--- config.mk ---
export PLATFORM = sky130hd
export DESIGN_NAME = ssp_top
export DESIGN_NICKNAME = d
export VERILOG_FILES = /design/src/ssp_pkg.sv /design/src/ssp_sync.sv /design/src/ssp_rate_div.sv /design/src/ssp_top.sv
export SDC_FILE = /design/constraint.sdc
export NUM_CORES = 1
export LEC_CHECK = 0
export BUFFER_PORTS_ARGS = -buffer_cell sky130_fd_sc_hd__buf_4
export CAP_MARGIN = 0
export CORE_AREA = 2 2 103 154
export CTS_CLUSTER_DIAMETER = 120
export DETAILED_ROUTE_END_ITERATION = 8
export DIE_AREA = 0 0 105 156
export PLACE_DENSITY = 0.56
export SYNTH_ARGS = -nofsm -noshare
export SYNTH_HDL_FRONTEND = slang
export SYNTH_SLANG_ARGS = --single-unit
--- constraint.sdc ---
create_clock -name clock_i -period 2.4 [get_ports clock_i]
set_input_delay 0 -clock clock_i [delete_from_list [all_inputs] [get_ports clock_i]]
set_output_delay 0 -clock clock_i [all_outputs]
set_load 0.1 [all_outputs]
--- src/ssp_pkg.sv ---
//////////////////////////////////////////////////////////////////////////////
//////////////////////////////////////////////////////////////////////////////
package ssp_pkg;
    // register offsets
    localparam logic [15:0] ADDR_CTL_ONE = 16'h1240;
    localparam logic [15:0] ADDR_DATA = 16'h1241;
    localparam logic [15:0] ADDR_BITCNT = 16'h1242;
    localparam logic [15:0] ADDR_MODE_STAT = 16'h1243;
    localparam logic [15:0] ADDR_RATE_A = 16'h1244;
    localparam logic [15:0] ADDR_RATE_B = 16'h1245;
    // serial_control_one fields
    localparam int CTL_START_BIT = 7;
    localparam int CTL_INHIBIT_BIT = 6;
    localparam int CTL_TMODE_LSB = 4;
    localparam int CTL_CLK_LSB = 0;
    localparam logic [7:0] CTL_RESET = 8'h40;
    // serial_mode_control / serial_transfer_status fields
    localparam int MC_MASTER_BIT = 7;
    localparam int MC_DIR_BIT = 6;
    localparam int MC_BUSY_BIT = 5;
    localparam int MC_PEND_BIT = 4;
    localparam int MC_MODE_LSB = 2;
    localparam int ST_ACTIVE_BIT = 3;
    localparam int ST_SHIFT_BIT = 2;
    localparam int ST_LINE_BIT = 0;
    localparam int BC_LSB = 5;
    localparam int RATE_EN_BIT = 7;
    // operation modes and codes
    localparam logic [1:0] MODE_PORT = 2'h0;
    localparam logic [1:0] MODE_SHIFT = 2'h1;
    localparam logic [1:0] MODE_TWI = 2'h2;
    localparam logic [1:0] TMODE_TX = 2'h0;
    localparam logic [2:0] CLK_EXTERNAL = 3'h7;
    localparam logic [3:0] LAST_BIT = 4'h7;
    // timing
    localparam int CLK_PERIOD_NS = 10;
    localparam int TWI_HALF_NS = 5000;
    localparam int TWI_HALF_CYC = (TWI_HALF_NS + CLK_PERIOD_NS - 1) / CLK_PERIOD_NS;
    localparam logic [9:0] TWI_HALF_LIM = 10'(TWI_HALF_CYC - 1);
    localparam int DIV_BASE_LOG2 = 2;
    typedef enum logic [2:0] {TW_IDLE, TW_START, TW_STOP_LOW, TW_STOP_SCL, TW_STOP_SDA} ssp_tw_st_t;
    typedef enum logic [1:0] {SH_IDLE, SH_SHIFT, SH_WAIT} ssp_sh_st_t;
endpackage : ssp_pkg

--- src/ssp_sync.sv ---
`timescale 1ns/1ns
// two-stage synchroniser for the three pin inputs
module ssp_sync (
    // clock and reset
    input wire logic clock_i,
    input wire logic rstn_i,
    // pins
    input wire logic [2:0] async_i,
    output logic [2:0] sync_o
);
    typedef struct packed {
        logic [2:0] meta;
        logic [2:0] stable;
    } ssp_sync_t;

    ssp_sync_t r, nxt;

    always_comb begin
        nxt.meta = async_i;
        nxt.stable = r.meta;
    end

    // lines idle high on the bus, so reset to 1
    always_ff @(posedge clock_i or negedge rstn_i) begin
        if (!rstn_i) begin
            r <= '1;
        end else begin
            r <= nxt;
        end
    end

    assign sync_o = r.stable;
endmodule : ssp_sync

--- src/ssp_rate_div.sv ---
`timescale 1ns/1ns
// half-period enable for the internal shift clock
module ssp_rate_div (
    // clock and reset
    input wire logic clock_i,
    input wire logic rstn_i,
    // control
    input wire logic run_i,
    input wire logic [2:0] sel_i,
    output logic tick_o
);
    typedef struct packed {
        logic [8:0] cnt;
        logic tick;
    } ssp_div_t;

    ssp_div_t r, nxt;
    logic [8:0] limit;

    always_comb begin
        limit = 9'((10'h004 << sel_i) - 10'h001);
        nxt = r;
        nxt.tick = 1'b0;
        if (!run_i) begin
            nxt.cnt = 9'h000;
        end else if (r.cnt >= limit) begin
            nxt.cnt = 9'h000;
            nxt.tick = 1'b1;
        end else begin
            nxt.cnt = r.cnt + 9'h001;
        end
    end

    always_ff @(posedge clock_i or negedge rstn_i) begin
        if (!rstn_i) begin
            r <= '0;
        end else begin
            r <= nxt;
        end
    end

    assign tick_o = r.tick;
endmodule : ssp_rate_div

--- src/ssp_top.sv ---
// The implementer's own choice: the plain strobed port.
`timescale 1ns/1ns
module ssp_top (
    // clock and reset
    input wire logic clock_i,
    input wire logic rstn_i,
    // register port
    input wire logic [15:0] addr_i,
    input wire logic [7:0] wdata_i,
    input wire logic wr_i,
    input wire logic rd_i,
    output logic [7:0] rdata_o,
    // power state
    input wire logic light_standby_mode_i,
    // shift clock pin
    input wire logic sck_i,
    output logic sck_o,
    output logic sck_oe_o,
    // serial data out
    output logic so_o,
    output logic so_oe_o,
    // two-wire bus, open drain: oe high pulls low
    input wire logic scl_i,
    output logic scl_o,
    output logic scl_oe_o,
    input wire logic sda_i,
    output logic sda_o,
    output logic sda_oe_o,
    // interrupt request
    output logic buffer_interrupt_request_o
);

    //////////////////////////////////////////////////////////////////////////
    typedef struct packed {
        logic [7:0] rdata;
        logic [7:0] ctl_one;
        logic [2:0] bit_count_field;
        logic [1:0] operation_mode_field;
        logic master_select_bit;
        logic dir_bit;
        logic pend_bit;
        logic bus_busy_flag;
        logic [7:0] rate_a;
        logic rate_clock_enable;
        logic [7:0] data_buf;
        logic buf_full;
        ssp_pkg::ssp_tw_st_t tw_st;
        logic [9:0] tw_cnt;
        logic scl_drv;
        logic sda_drv;
        ssp_pkg::ssp_sh_st_t sh_st;
        logic [7:0] shreg;
        logic [3:0] bitn;
        logic sck_lvl;
        logic sck_prev;
        logic so;
        logic dummy;
        logic transfer_active_flag;
        logic shift_active_flag;
        logic irq;
        logic sck_oe;
        logic so_oe;
        logic scl_oe;
        logic sda_oe;
    } ssp_state_t;

    ssp_state_t r, nxt;
    logic [2:0] pins_s;
    logic sck_s;
    logic scl_s;
    logic sda_s;
    logic tick;
    logic div_run;

    //////////////////////////////////////////////////////////////////////////
    ssp_sync u_sync (
        .clock_i(clock_i),
        .rstn_i(rstn_i),
        .async_i({sck_i, scl_i, sda_i}),
        .sync_o(pins_s)
    );

    assign sck_s = pins_s[2];
    assign scl_s = pins_s[1];
    assign sda_s = pins_s[0];

    // divider only runs while a word is actually moving
    assign div_run = (r.sh_st == ssp_pkg::SH_SHIFT) && r.rate_clock_enable
        && (r.ctl_one[ssp_pkg::CTL_CLK_LSB +: 3] != ssp_pkg::CLK_EXTERNAL);

    ssp_rate_div u_div (
        .clock_i(clock_i),
        .rstn_i(rstn_i),
        .run_i(div_run),
        .sel_i(r.ctl_one[ssp_pkg::CTL_CLK_LSB +: 3]),
        .tick_o(tick)
    );

    //////////////////////////////////////////////////////////////////////////
    logic transfer_start_bit;
    logic inhibit;
    logic ext_clk;
    logic shift_ok;
    logic fall_ev;
    logic rise_ev;
    logic buf_write;
    logic mc_write;
    logic go_end;
    logic go_load;

    always_comb begin
        nxt = r;
        transfer_start_bit = r.ctl_one[ssp_pkg::CTL_START_BIT];
        inhibit = r.ctl_one[ssp_pkg::CTL_INHIBIT_BIT];
        ext_clk = r.ctl_one[ssp_pkg::CTL_CLK_LSB +: 3] == ssp_pkg::CLK_EXTERNAL;
        buf_write = wr_i && (addr_i == ssp_pkg::ADDR_DATA);
        mc_write = wr_i && (addr_i == ssp_pkg::ADDR_MODE_STAT);
        go_end = 1'b0;
        go_load = 1'b0;
        nxt.irq = 1'b0;
        nxt.sck_prev = sck_s;
        shift_ok = (r.operation_mode_field == ssp_pkg::MODE_SHIFT) && !light_standby_mode_i
            && (r.ctl_one[ssp_pkg::CTL_TMODE_LSB +: 2] == ssp_pkg::TMODE_TX);
        fall_ev = ext_clk ? (r.sck_prev && !sck_s) : (tick && r.sck_lvl);
        rise_ev = ext_clk ? (!r.sck_prev && sck_s) : (tick && !r.sck_lvl);

        //////////////////////////////////////////////////////////////////////
        // shift engine
        case (r.sh_st)
            ssp_pkg::SH_IDLE: begin
                if (shift_ok && transfer_start_bit && !inhibit && r.buf_full) begin
                    go_load = 1'b1;
                    nxt.transfer_active_flag = 1'b1;
                    nxt.dummy = 1'b0;
                    nxt.sck_lvl = 1'b1;
                    nxt.sh_st = ssp_pkg::SH_SHIFT;
                end
            end
            ssp_pkg::SH_SHIFT: begin
                if (fall_ev) begin
                    nxt.so = r.shreg[0];
                    nxt.shreg = {1'b1, r.shreg[7:1]};
                    nxt.shift_active_flag = 1'b1;
                    if (!ext_clk) begin
                        nxt.sck_lvl = 1'b0;
                    end
                end else if (rise_ev) begin
                    if (!ext_clk) begin
                        nxt.sck_lvl = 1'b1;
                    end
                    nxt.bitn = r.bitn + 4'h1;
                    if (r.bitn == ssp_pkg::LAST_BIT) begin
                        nxt.bitn = 4'h0;
                        nxt.shift_active_flag = 1'b0;
                        if (r.dummy || !transfer_start_bit) begin
                            go_end = 1'b1;
                        end else if (r.buf_full) begin
                            go_load = 1'b1;
                        end else if (ext_clk) begin
                            nxt.dummy = 1'b1;
                        end else begin
                            nxt.sh_st = ssp_pkg::SH_WAIT;
                        end
                    end
                end
            end
            ssp_pkg::SH_WAIT: begin
                nxt.sck_lvl = 1'b1;
                if (!transfer_start_bit) begin
                    go_end = 1'b1;
                end else if (r.buf_full) begin
                    go_load = 1'b1;
                    nxt.sh_st = ssp_pkg::SH_SHIFT;
                end
            end
            default: begin
                nxt.sh_st = ssp_pkg::SH_IDLE;
            end
        endcase

        if (go_load) begin
            nxt.shreg = r.data_buf;
            nxt.buf_full = 1'b0;
            nxt.irq = 1'b1;
        end
        if (r.sh_st != ssp_pkg::SH_IDLE && (inhibit || !shift_ok)) begin
            go_end = 1'b1;
        end
        if (go_end) begin
            nxt.sh_st = ssp_pkg::SH_IDLE;
            nxt.transfer_active_flag = 1'b0;
            nxt.shift_active_flag = 1'b0;
            nxt.bitn = 4'h0;
            nxt.sck_lvl = 1'b1;
            nxt.dummy = 1'b0;
        end

        //////////////////////////////////////////////////////////////////////
        // two-wire bus stop, start and release
        nxt.tw_cnt = (r.tw_cnt == ssp_pkg::TWI_HALF_LIM) ? r.tw_cnt : r.tw_cnt + 10'h001;
        case (r.tw_st)
            ssp_pkg::TW_IDLE: begin
                nxt.tw_cnt = 10'h000;
            end
            ssp_pkg::TW_START: begin
                nxt.sda_drv = 1'b1;
                if (r.tw_cnt == ssp_pkg::TWI_HALF_LIM) begin
                    nxt.scl_drv = 1'b1;
                    nxt.bus_busy_flag = 1'b1;
                    nxt.tw_st = ssp_pkg::TW_IDLE;
                end
            end
            ssp_pkg::TW_STOP_LOW: begin
                nxt.scl_drv = 1'b1;
                nxt.sda_drv = 1'b1;
                if (r.tw_cnt == ssp_pkg::TWI_HALF_LIM) begin
                    nxt.scl_drv = 1'b0;
                    nxt.tw_cnt = 10'h000;
                    nxt.tw_st = ssp_pkg::TW_STOP_SCL;
                end
            end
            ssp_pkg::TW_STOP_SCL: begin
                // wait for others to release SCL
                if (!scl_s) begin
                    nxt.tw_cnt = 10'h000;
                end else if (r.tw_cnt == ssp_pkg::TWI_HALF_LIM) begin
                    nxt.sda_drv = 1'b0;
                    nxt.tw_st = ssp_pkg::TW_STOP_SDA;
                end
            end
            ssp_pkg::TW_STOP_SDA: begin
                // stop complete once SDA and SCL both read high
                if (sda_s && scl_s) begin
                    nxt.bus_busy_flag = 1'b0;
                    nxt.tw_st = ssp_pkg::TW_IDLE;
                end
            end
            default: begin
                nxt.tw_st = ssp_pkg::TW_IDLE;
            end
        endcase

        //////////////////////////////////////////////////////////////////////
        // register writes
        if (wr_i) begin
            case (addr_i)
                ssp_pkg::ADDR_CTL_ONE: begin
                    // mode and clock taken as written
                    nxt.ctl_one = wdata_i;
                end
                ssp_pkg::ADDR_DATA: begin
                    nxt.data_buf = wdata_i;
                end
                ssp_pkg::ADDR_BITCNT: begin
                    nxt.bit_count_field = wdata_i[ssp_pkg::BC_LSB +: 3];
                end
                ssp_pkg::ADDR_MODE_STAT: begin
                    nxt.operation_mode_field = wdata_i[ssp_pkg::MC_MODE_LSB +: 2];
                    nxt.master_select_bit = wdata_i[ssp_pkg::MC_MASTER_BIT];
                    nxt.dir_bit = wdata_i[ssp_pkg::MC_DIR_BIT];
                    nxt.pend_bit = wdata_i[ssp_pkg::MC_PEND_BIT];
                end
                ssp_pkg::ADDR_RATE_A: begin
                    nxt.rate_a = wdata_i;
                end
                ssp_pkg::ADDR_RATE_B: begin
                    nxt.rate_clock_enable = wdata_i[ssp_pkg::RATE_EN_BIT];
                end
                default: begin
                end
            endcase
        end
        // a write refills the buffer; set wins over the engine's load
        if (buf_write) begin
            nxt.buf_full = 1'b1;
        end

        if (mc_write && r.tw_st == ssp_pkg::TW_IDLE) begin
            if (r.bus_busy_flag && wdata_i[7:4] == 4'hD) begin
                nxt.tw_cnt = 10'h000;
                nxt.tw_st = ssp_pkg::TW_STOP_LOW;
            end else if (wdata_i[7:4] == 4'h1) begin
                nxt.scl_drv = 1'b0;
                nxt.sda_drv = 1'b0;
                nxt.bus_busy_flag = 1'b0;
            end else if (!r.bus_busy_flag && wdata_i[ssp_pkg::MC_MASTER_BIT]
                    && wdata_i[ssp_pkg::MC_BUSY_BIT]) begin
                nxt.tw_cnt = 10'h000;
                nxt.tw_st = ssp_pkg::TW_START;
            end
        end

        //////////////////////////////////////////////////////////////////////
        // register reads, data one cycle later
        nxt.rdata = 8'h00;
        if (rd_i) begin
            case (addr_i)
                ssp_pkg::ADDR_CTL_ONE: begin
                    nxt.rdata = r.ctl_one;
                end
                ssp_pkg::ADDR_DATA: begin
                    nxt.rdata = r.data_buf;
                end
                ssp_pkg::ADDR_BITCNT: begin
                    nxt.rdata = {r.bit_count_field, 5'h00};
                end
                ssp_pkg::ADDR_MODE_STAT: begin
                    nxt.rdata[ssp_pkg::MC_MASTER_BIT] = r.master_select_bit;
                    nxt.rdata[ssp_pkg::MC_DIR_BIT] = r.dir_bit;
                    nxt.rdata[ssp_pkg::MC_BUSY_BIT] = r.bus_busy_flag;
                    nxt.rdata[ssp_pkg::MC_PEND_BIT] = r.pend_bit;
                    nxt.rdata[ssp_pkg::ST_ACTIVE_BIT] = r.transfer_active_flag;
                    nxt.rdata[ssp_pkg::ST_SHIFT_BIT] = r.shift_active_flag;
                    // line level lets software see SCL free
                    nxt.rdata[ssp_pkg::ST_LINE_BIT] = scl_s;
                end
                ssp_pkg::ADDR_RATE_A: begin
                    nxt.rdata = r.rate_a;
                end
                default: begin
                    nxt.rdata = 8'h00;
                end
            endcase
        end

        //////////////////////////////////////////////////////////////////////
        // pin drivers; port mode leaves every serial output off
        // internal clock driven out, external taken in
        nxt.sck_oe = (r.operation_mode_field == ssp_pkg::MODE_SHIFT) && !ext_clk;
        nxt.so_oe = r.operation_mode_field == ssp_pkg::MODE_SHIFT;
        nxt.scl_oe = (r.operation_mode_field == ssp_pkg::MODE_TWI) && nxt.scl_drv;
        nxt.sda_oe = (r.operation_mode_field == ssp_pkg::MODE_TWI) && nxt.sda_drv;
    end

    //////////////////////////////////////////////////////////////////////////
    always_ff @(posedge clock_i or negedge rstn_i) begin
        if (!rstn_i) begin
            r <= '0;
            r.ctl_one <= ssp_pkg::CTL_RESET;
            r.tw_st <= ssp_pkg::TW_IDLE;
            r.sh_st <= ssp_pkg::SH_IDLE;
            r.sck_lvl <= 1'b1;
            r.sck_prev <= 1'b1;
            r.so <= 1'b1;
            r.shreg <= 8'hFF;
        end else begin
            r <= nxt;
        end
    end

    assign rdata_o = r.rdata;
    assign sck_o = r.sck_lvl;
    assign sck_oe_o = r.sck_oe;
    assign so_o = r.so;
    assign so_oe_o = r.so_oe;
    assign scl_o = 1'b0;
    assign scl_oe_o = r.scl_oe;
    assign sda_o = 1'b0;
    assign sda_oe_o = r.sda_oe;
    assign buffer_interrupt_request_o = r.irq;
endmodule : ssp_top

* After elaboration in Yosys (flattened, before gate mapping)
Cells that the tools add are included.
** Storage, ports and cells
- Output and inout port bits :: 17
- Input port bits :: 32
- Flip-flop bits (word level) :: 99
** Cells by class
- Equality and inequality tests :: 34
- Reduce and logical (&&, ||, !) cells :: 63
- Shift-type cells :: 1
- Add/sub/neg operators :: 4
- $lt $le $gt $ge :: 1
- Multiplexer cells :: 90
** Operators by type and width (number)
- $eq A16 B13 Y1 const B :: 6
- $mux W1 :: 43
- $mux W13 :: 3
- $ne A3 B3 Y1 const B :: 10
- $pmux W10 S3 :: 1
- $pmux W6 S5 :: 1
- $mux W2 :: 12
- $mux W8 :: 3
- $logic_and A1 B1 Y1 :: 22
- $mux W10 :: 2
- $mux W9 :: 2
- $reduce_and A2 Y1 :: 9
- $reduce_bool A2 Y1 :: 8
- $mux W15 :: 1
- $mux W3 :: 5
- $pmux W3 S5 :: 1
- $mux W14 :: 1
- $mux W12 :: 1
- $ne A4 B4 Y1 const B :: 3
- $add A10 B1 Y10 const B :: 1
- $eq A10 B9 Y1 const B :: 1
- $mux W5 :: 2
- $pmux W1 S2 :: 5
- $add A9 B1 Y9 const B :: 1
- other kinds (29) :: 49

* Longest topological paths before layout
- Depth in word-level cells :: 10
- Depth in mapped cells :: 14
- Mapped depth without buffers :: 12

* Cells and area by module
Synthesis repeated with hierarchy kept, for this count alone.
** Unflattened totals
- Cell total of the unflattened synthesis :: 451
- Area, all modules :: 5151.2 sq um
** By module, submodules not included
- ssp_top :: seq. area each 2092.0 sq um, area each 4355.4 sq um, cells each 385, times used 1
- ssp_rate_div :: seq. area each 250.2 sq um, area each 638.1 sq um, cells each 60, times used 1
- ssp_sync :: seq. area each 157.7 sq um, area each 157.7 sq um, cells each 6, times used 1

* Worst setup path after synthesis
Ideal clock, no wire load.
- Path kind :: register to register
- Start :: reg r[69] (netlist bit)
- End :: reg u_div.r (netlist bit u_div.tick_o)
- Data required time :: 2.323 ns
- Arrival time :: 2.464 ns
- Slack :: -0.141 ns
- Cell stages (with the launch flop) :: 12
- Clock period less this slack :: 2.541 ns
- Cell sequence :: dfrtp_1 buf_2 or3_1 ha_1 clkbuf_1 xor2_1 nor2_1 a21oi_1 ha_1 nand2_1 or4_1 a21oi_1
** RTL lines
- start, declared :: RTL line ssp_top.sv:67 : ssp_state_t r, nxt;
- start signal, assigned :: RTL line ssp_top.sv:347 : r <= nxt;
- end signal, assigned :: RTL line ssp_rate_div.sv:38 : r <= nxt;
- end, declared :: RTL line ssp_rate_div.sv:17 : ssp_div_t r, nxt;

==> results.sh <==
export IMPL_outcome="finished, violations left"
export IMPL_violations="negative setup slack"
export IMPL_cts_htree_levels=3
export IMPL_r2r_cells=9
export IMPL_slew_viol_final=0
export IMPL_wire_per_inst_um=15.33
export IMPL_critPathMaxStageDelay_ns=0.50
export IMPL_grt_pass1_wl_mm=18.60
export IMPL_syn_to_final_growth_pct=22.28
export IMPL_endpoint_kind="flop"
export IMPL_cts_root_buf="clkbuf_16"
export IMPL_hold_class="input pin to asynchronous set/reset pin"
export IMPL_grt_pass1_vias=3825
export IMPL_grt_overflow_total=0
export IMPL_synth_edf_count=0
export IMPL_drcViolationCount=0
export IMPL_cp_buffers_inverters=0
export IMPL_period_share_pct=100.5
export IMPL_p_seq_share_pct=52.4
export IMPL_cp_top_family="simple AND/OR/NAND/NOR gates"
export IMPL_clk_latency_ns=0.35
export IMPL_start_util_pct=34.37
export IMPL_core_area_um2=15000
export IMPL_worstPathRequired_ns=2.67
export IMPL_grt_start_max_net_pins=54
export IMPL_p_switching_uw=759.8
export IMPL_power_mw=3.228
export IMPL_max_freq_mhz=414.6
export IMPL_placed_area_um2=5758
export IMPL_ir_drop_mv=0.2565
export IMPL_hpwl_mm=8.029
export IMPL_finalInstanceArea_um2=6305
export IMPL_drt_wl_total_mm=11.13
export IMPL_timing_rr_start="r[69]$_DFFE_PN0P_"
export IMPL_synth_distinct_cells=67
export IMPL_synth_ff_type="dfrtp_1"
export IMPL_relSlewSlack_pct=54.13
export IMPL_syn_cell_area_um2=5156
export IMPL_path_common_cell="ha_4"
export IMPL_gp_congestion=0.8604
export IMPL_reg2reg_to="u_div.tick_o$_DFF_PN0_"
export IMPL_drive_gt1_share_pct=34.72
export IMPL_row_count=55
export IMPL_clkPwrFrac_pct=42.2
export IMPL_tns_ns=-0.01189
export IMPL_worstPathCellList="or3_4, ha_4, xor2_1, nor2_1, a21oi_2, ha_4, nand2_2, or4_1, a21oi_1"
export IMPL_nNetsFinal=570
export IMPL_drt_vias_per_instance=4.979
export IMPL_clk_pin_slew_worst_paths_ns=0.07
export IMPL_max_cap_violations=0
export IMPL_cts_tree="done"
export IMPL_diodes=0
export IMPL_yosysSeqAreaShare_pct=48.48
export IMPL_rsz0062_at_grt="true"
export IMPL_fin_ws_ns=-0.01189
export IMPL_dieArea_um2=16380
export IMPL_share_comb_of_total_power_pct=5.4
export IMPL_postRouteAntennaNets=0
export IMPL_cts_inserted_buffers=9
export IMPL_num_vias=3615
export IMPL_cp_depth=9
export IMPL_p_leak_nw=2.860
export IMPL_p_per_area_nw_per_um2=512.0
export IMPL_cts_sinks=99
export IMPL_setup_worst_path_start_class="flop"
export IMPL_period_needed_ns=2.412
export IMPL_hold_viol=0
export IMPL_crit_arrival_ns=2.68
export IMPL_worst_slew_pin_slew_ns=0.6788
export IMPL_finClkSkew_ns=0.01071
export IMPL_portBuffers=46
export IMPL_p_int_mw=2.468
export IMPL_path_max_fanout=6
export IMPL_ys_warn_count=0
export IMPL_antenna_found_initial=0
export IMPL_first_pass_iters=4
export IMPL_ys_ff_latch=99
export IMPL_async_reset_ff_share_pct=100.0
export IMPL_synth_cells=454
export IMPL_io_pins=49
export IMPL_finalSetupViolCount=1
export IMPL_die_x_um=105
export IMPL_clockBufferDepth=2
export IMPL_crit_slowest_cell="or4_1"
export IMPL_synth_avg_cell_area_um2=11.36
export IMPL_fillers=1476
export IMPL_swShare_pct=23.54
export IMPL_grt_usage_pct=14.01
export IMPL_dieHeight_um=156
export IMPL_r2r_slack_ns=-0.01
export IMPL_drt_iter0_drc=122
export IMPL_path_class="flop to flop"
## final cells by class
class	instances	area [um^2]	area share [%]
Sequential cell	99	2501	39.67
Timing Repair Buffer	80	633.1	10.04
Inverter	15	56.30	0.8930
Multi-Input combinational cell	317	2582	40.96
Tap cell	199	249.0	3.949
Clock inverter	6	53.80	0.8533
Clock buffer	10	229.0	3.632
## per-layer routing
metal | routed length, um | GRT usage [%] | vias to the layer above
li1 | - | - | 1752
met2 | 5904 | 25.11 | 48
met1 | 4745 | 16.94 | 1801
met4 | 205 | 4.825 | 0
met3 | 272 | 2.339 | 14
met5 | 0 | 0 | -
## timing repair
action / CTS / global route
endpoints found under the setup margin: 7 / 10
hold buffers: 13 / 0
pin swaps: 0 / 13
hold endpoints to repair: 83 / 0
resized for setup: 3 / 19
cloned: 1 / 0
buffers inserted: 0 / 3
## synthesized netlist by cell type (all sizes together), types with 7 or more instances
master / count / area (um^2)
dfrtp: 81 / 2027
mux2: 50 / 593.1
nor2: 48 / 187.7
nand2: 22 / 82.58
nand3: 19 / 95.09
dfstp: 18 / 473.0
buf: 17 / 122.6
ha: 16 / 200.2
inv: 15 / 56.30
nor2b: 14 / 87.58
o21ai: 13 / 65.06
xor2: 13 / 113.9
a21oi: 11 / 55.05
mux2i: 9 / 93.84
a22oi: 8 / 60.06
clkbuf: 8 / 30.03
nand4: 7 / 58.81
nor4: 7 / 80.07
## logic make-up (layout without fill, tap and decap cells)
group / count (synthesis) / count (layout) / share of synthesized area, %
buffers and inverters: 40 / 111 / 4.052
and+or+nand+nor: 158 / 158 / 17.96
adders and majority gates: 16 / 16 / 3.883
DFF: 99 / 99 / 48.48
muxes: 62 / 62 / 14.63
xor gates and xnor gates: 18 / 18 / 3.057
other: 1 / 2 / 0.07273
AOI/OAI and AO/OA: 60 / 61 / 7.863
## power groups by stage
stage               logic [mW]  registers [mW]  clock network, mW
detailed placement       0.160            1.72                  0
floorplan               0.0625            1.72                  0
CTS                      0.177            1.69               1.41
global placement         0.158            1.72                  0
global route             0.191            1.69               1.47
finish                   0.173            1.69               1.36
## state kept, by name, summed over array words and instances (netlist names), 3 cells and up
register,cells
u_sync.sync_o,3
rdata_o,8
u_sync.nxt,3
u_div.r,9
r,67
## worst reg2reg max path: stages, from the launching register on
cell and delay [ns]:
dfrtp_2 0.46, or3_4 0.36, ha_4 0.20, xor2_1 0.14, nor2_1 0.14, a21oi_2 0.06
ha_4 0.29, nand2_2 0.06, or4_1 0.50, a21oi_1 0.13
## worst max path at each step
stage | startpoint | endpoint | slack, ns
floorplan | r[68]$_DFFE_PN0P_ | u_div.tick_o$_DFF_PN0_ | -0.04
global placement | r[69]$_DFFE_PN0P_ | u_div.tick_o$_DFF_PN0_ | 0.1
detailed placement | r[69]$_DFFE_PN0P_ | u_div.r[7]$_DFF_PN0_ | -0.008
CTS | r[69]$_DFFE_PN0P_ | u_div.r[9]$_DFF_PN0_ | 0.001
global route | r[69]$_DFFE_PN0P_ | u_div.tick_o$_DFF_PN0_ | -0.10
finish | r[69]$_DFFE_PN0P_ | u_div.tick_o$_DFF_PN0_ | -0.01
## per-stage QoR
stage          worst slack, ns  std cells  util, %  hold slack (ns)
6_report              -0.01189        726    42.03          0.05595
5_1_grt                -0.1047        726    42.03          0.06835
4_1_cts               0.001127        723    41.23          0.05089
3_5_place_dp         -0.007592        693    38.38          -0.1236
3_3_place_gp           0.09666        693    38.38          -0.1330
2_1_floorplan         -0.03782        455        -          -0.2956
## placed cells by master (no fill, tap or decap), drive strengths merged, types with 4 or more instances in the layout
master	Yosys	routed
buf	17	67
mux2i	9	9
clkbuf	8	10
o21ai	13	14
inv	15	15
nor2	48	48
nor4b	6	6
dfstp	18	18
nand2	22	22
o21a	4	4
nand4	7	7
clkinv	0	4
dlygate4sd3	0	13
ha	16	16
nor2b	14	14
a22oi	8	8
dfrtp	81	81
nand2b	6	6
xnor2	5	5
o31ai	4	4
nor4	7	7
nor3	6	6
a21oi	11	11
xor2	13	13
a21o	4	4
mux2	50	50
nand3	19	19
(Power assumes the default switching activity.)
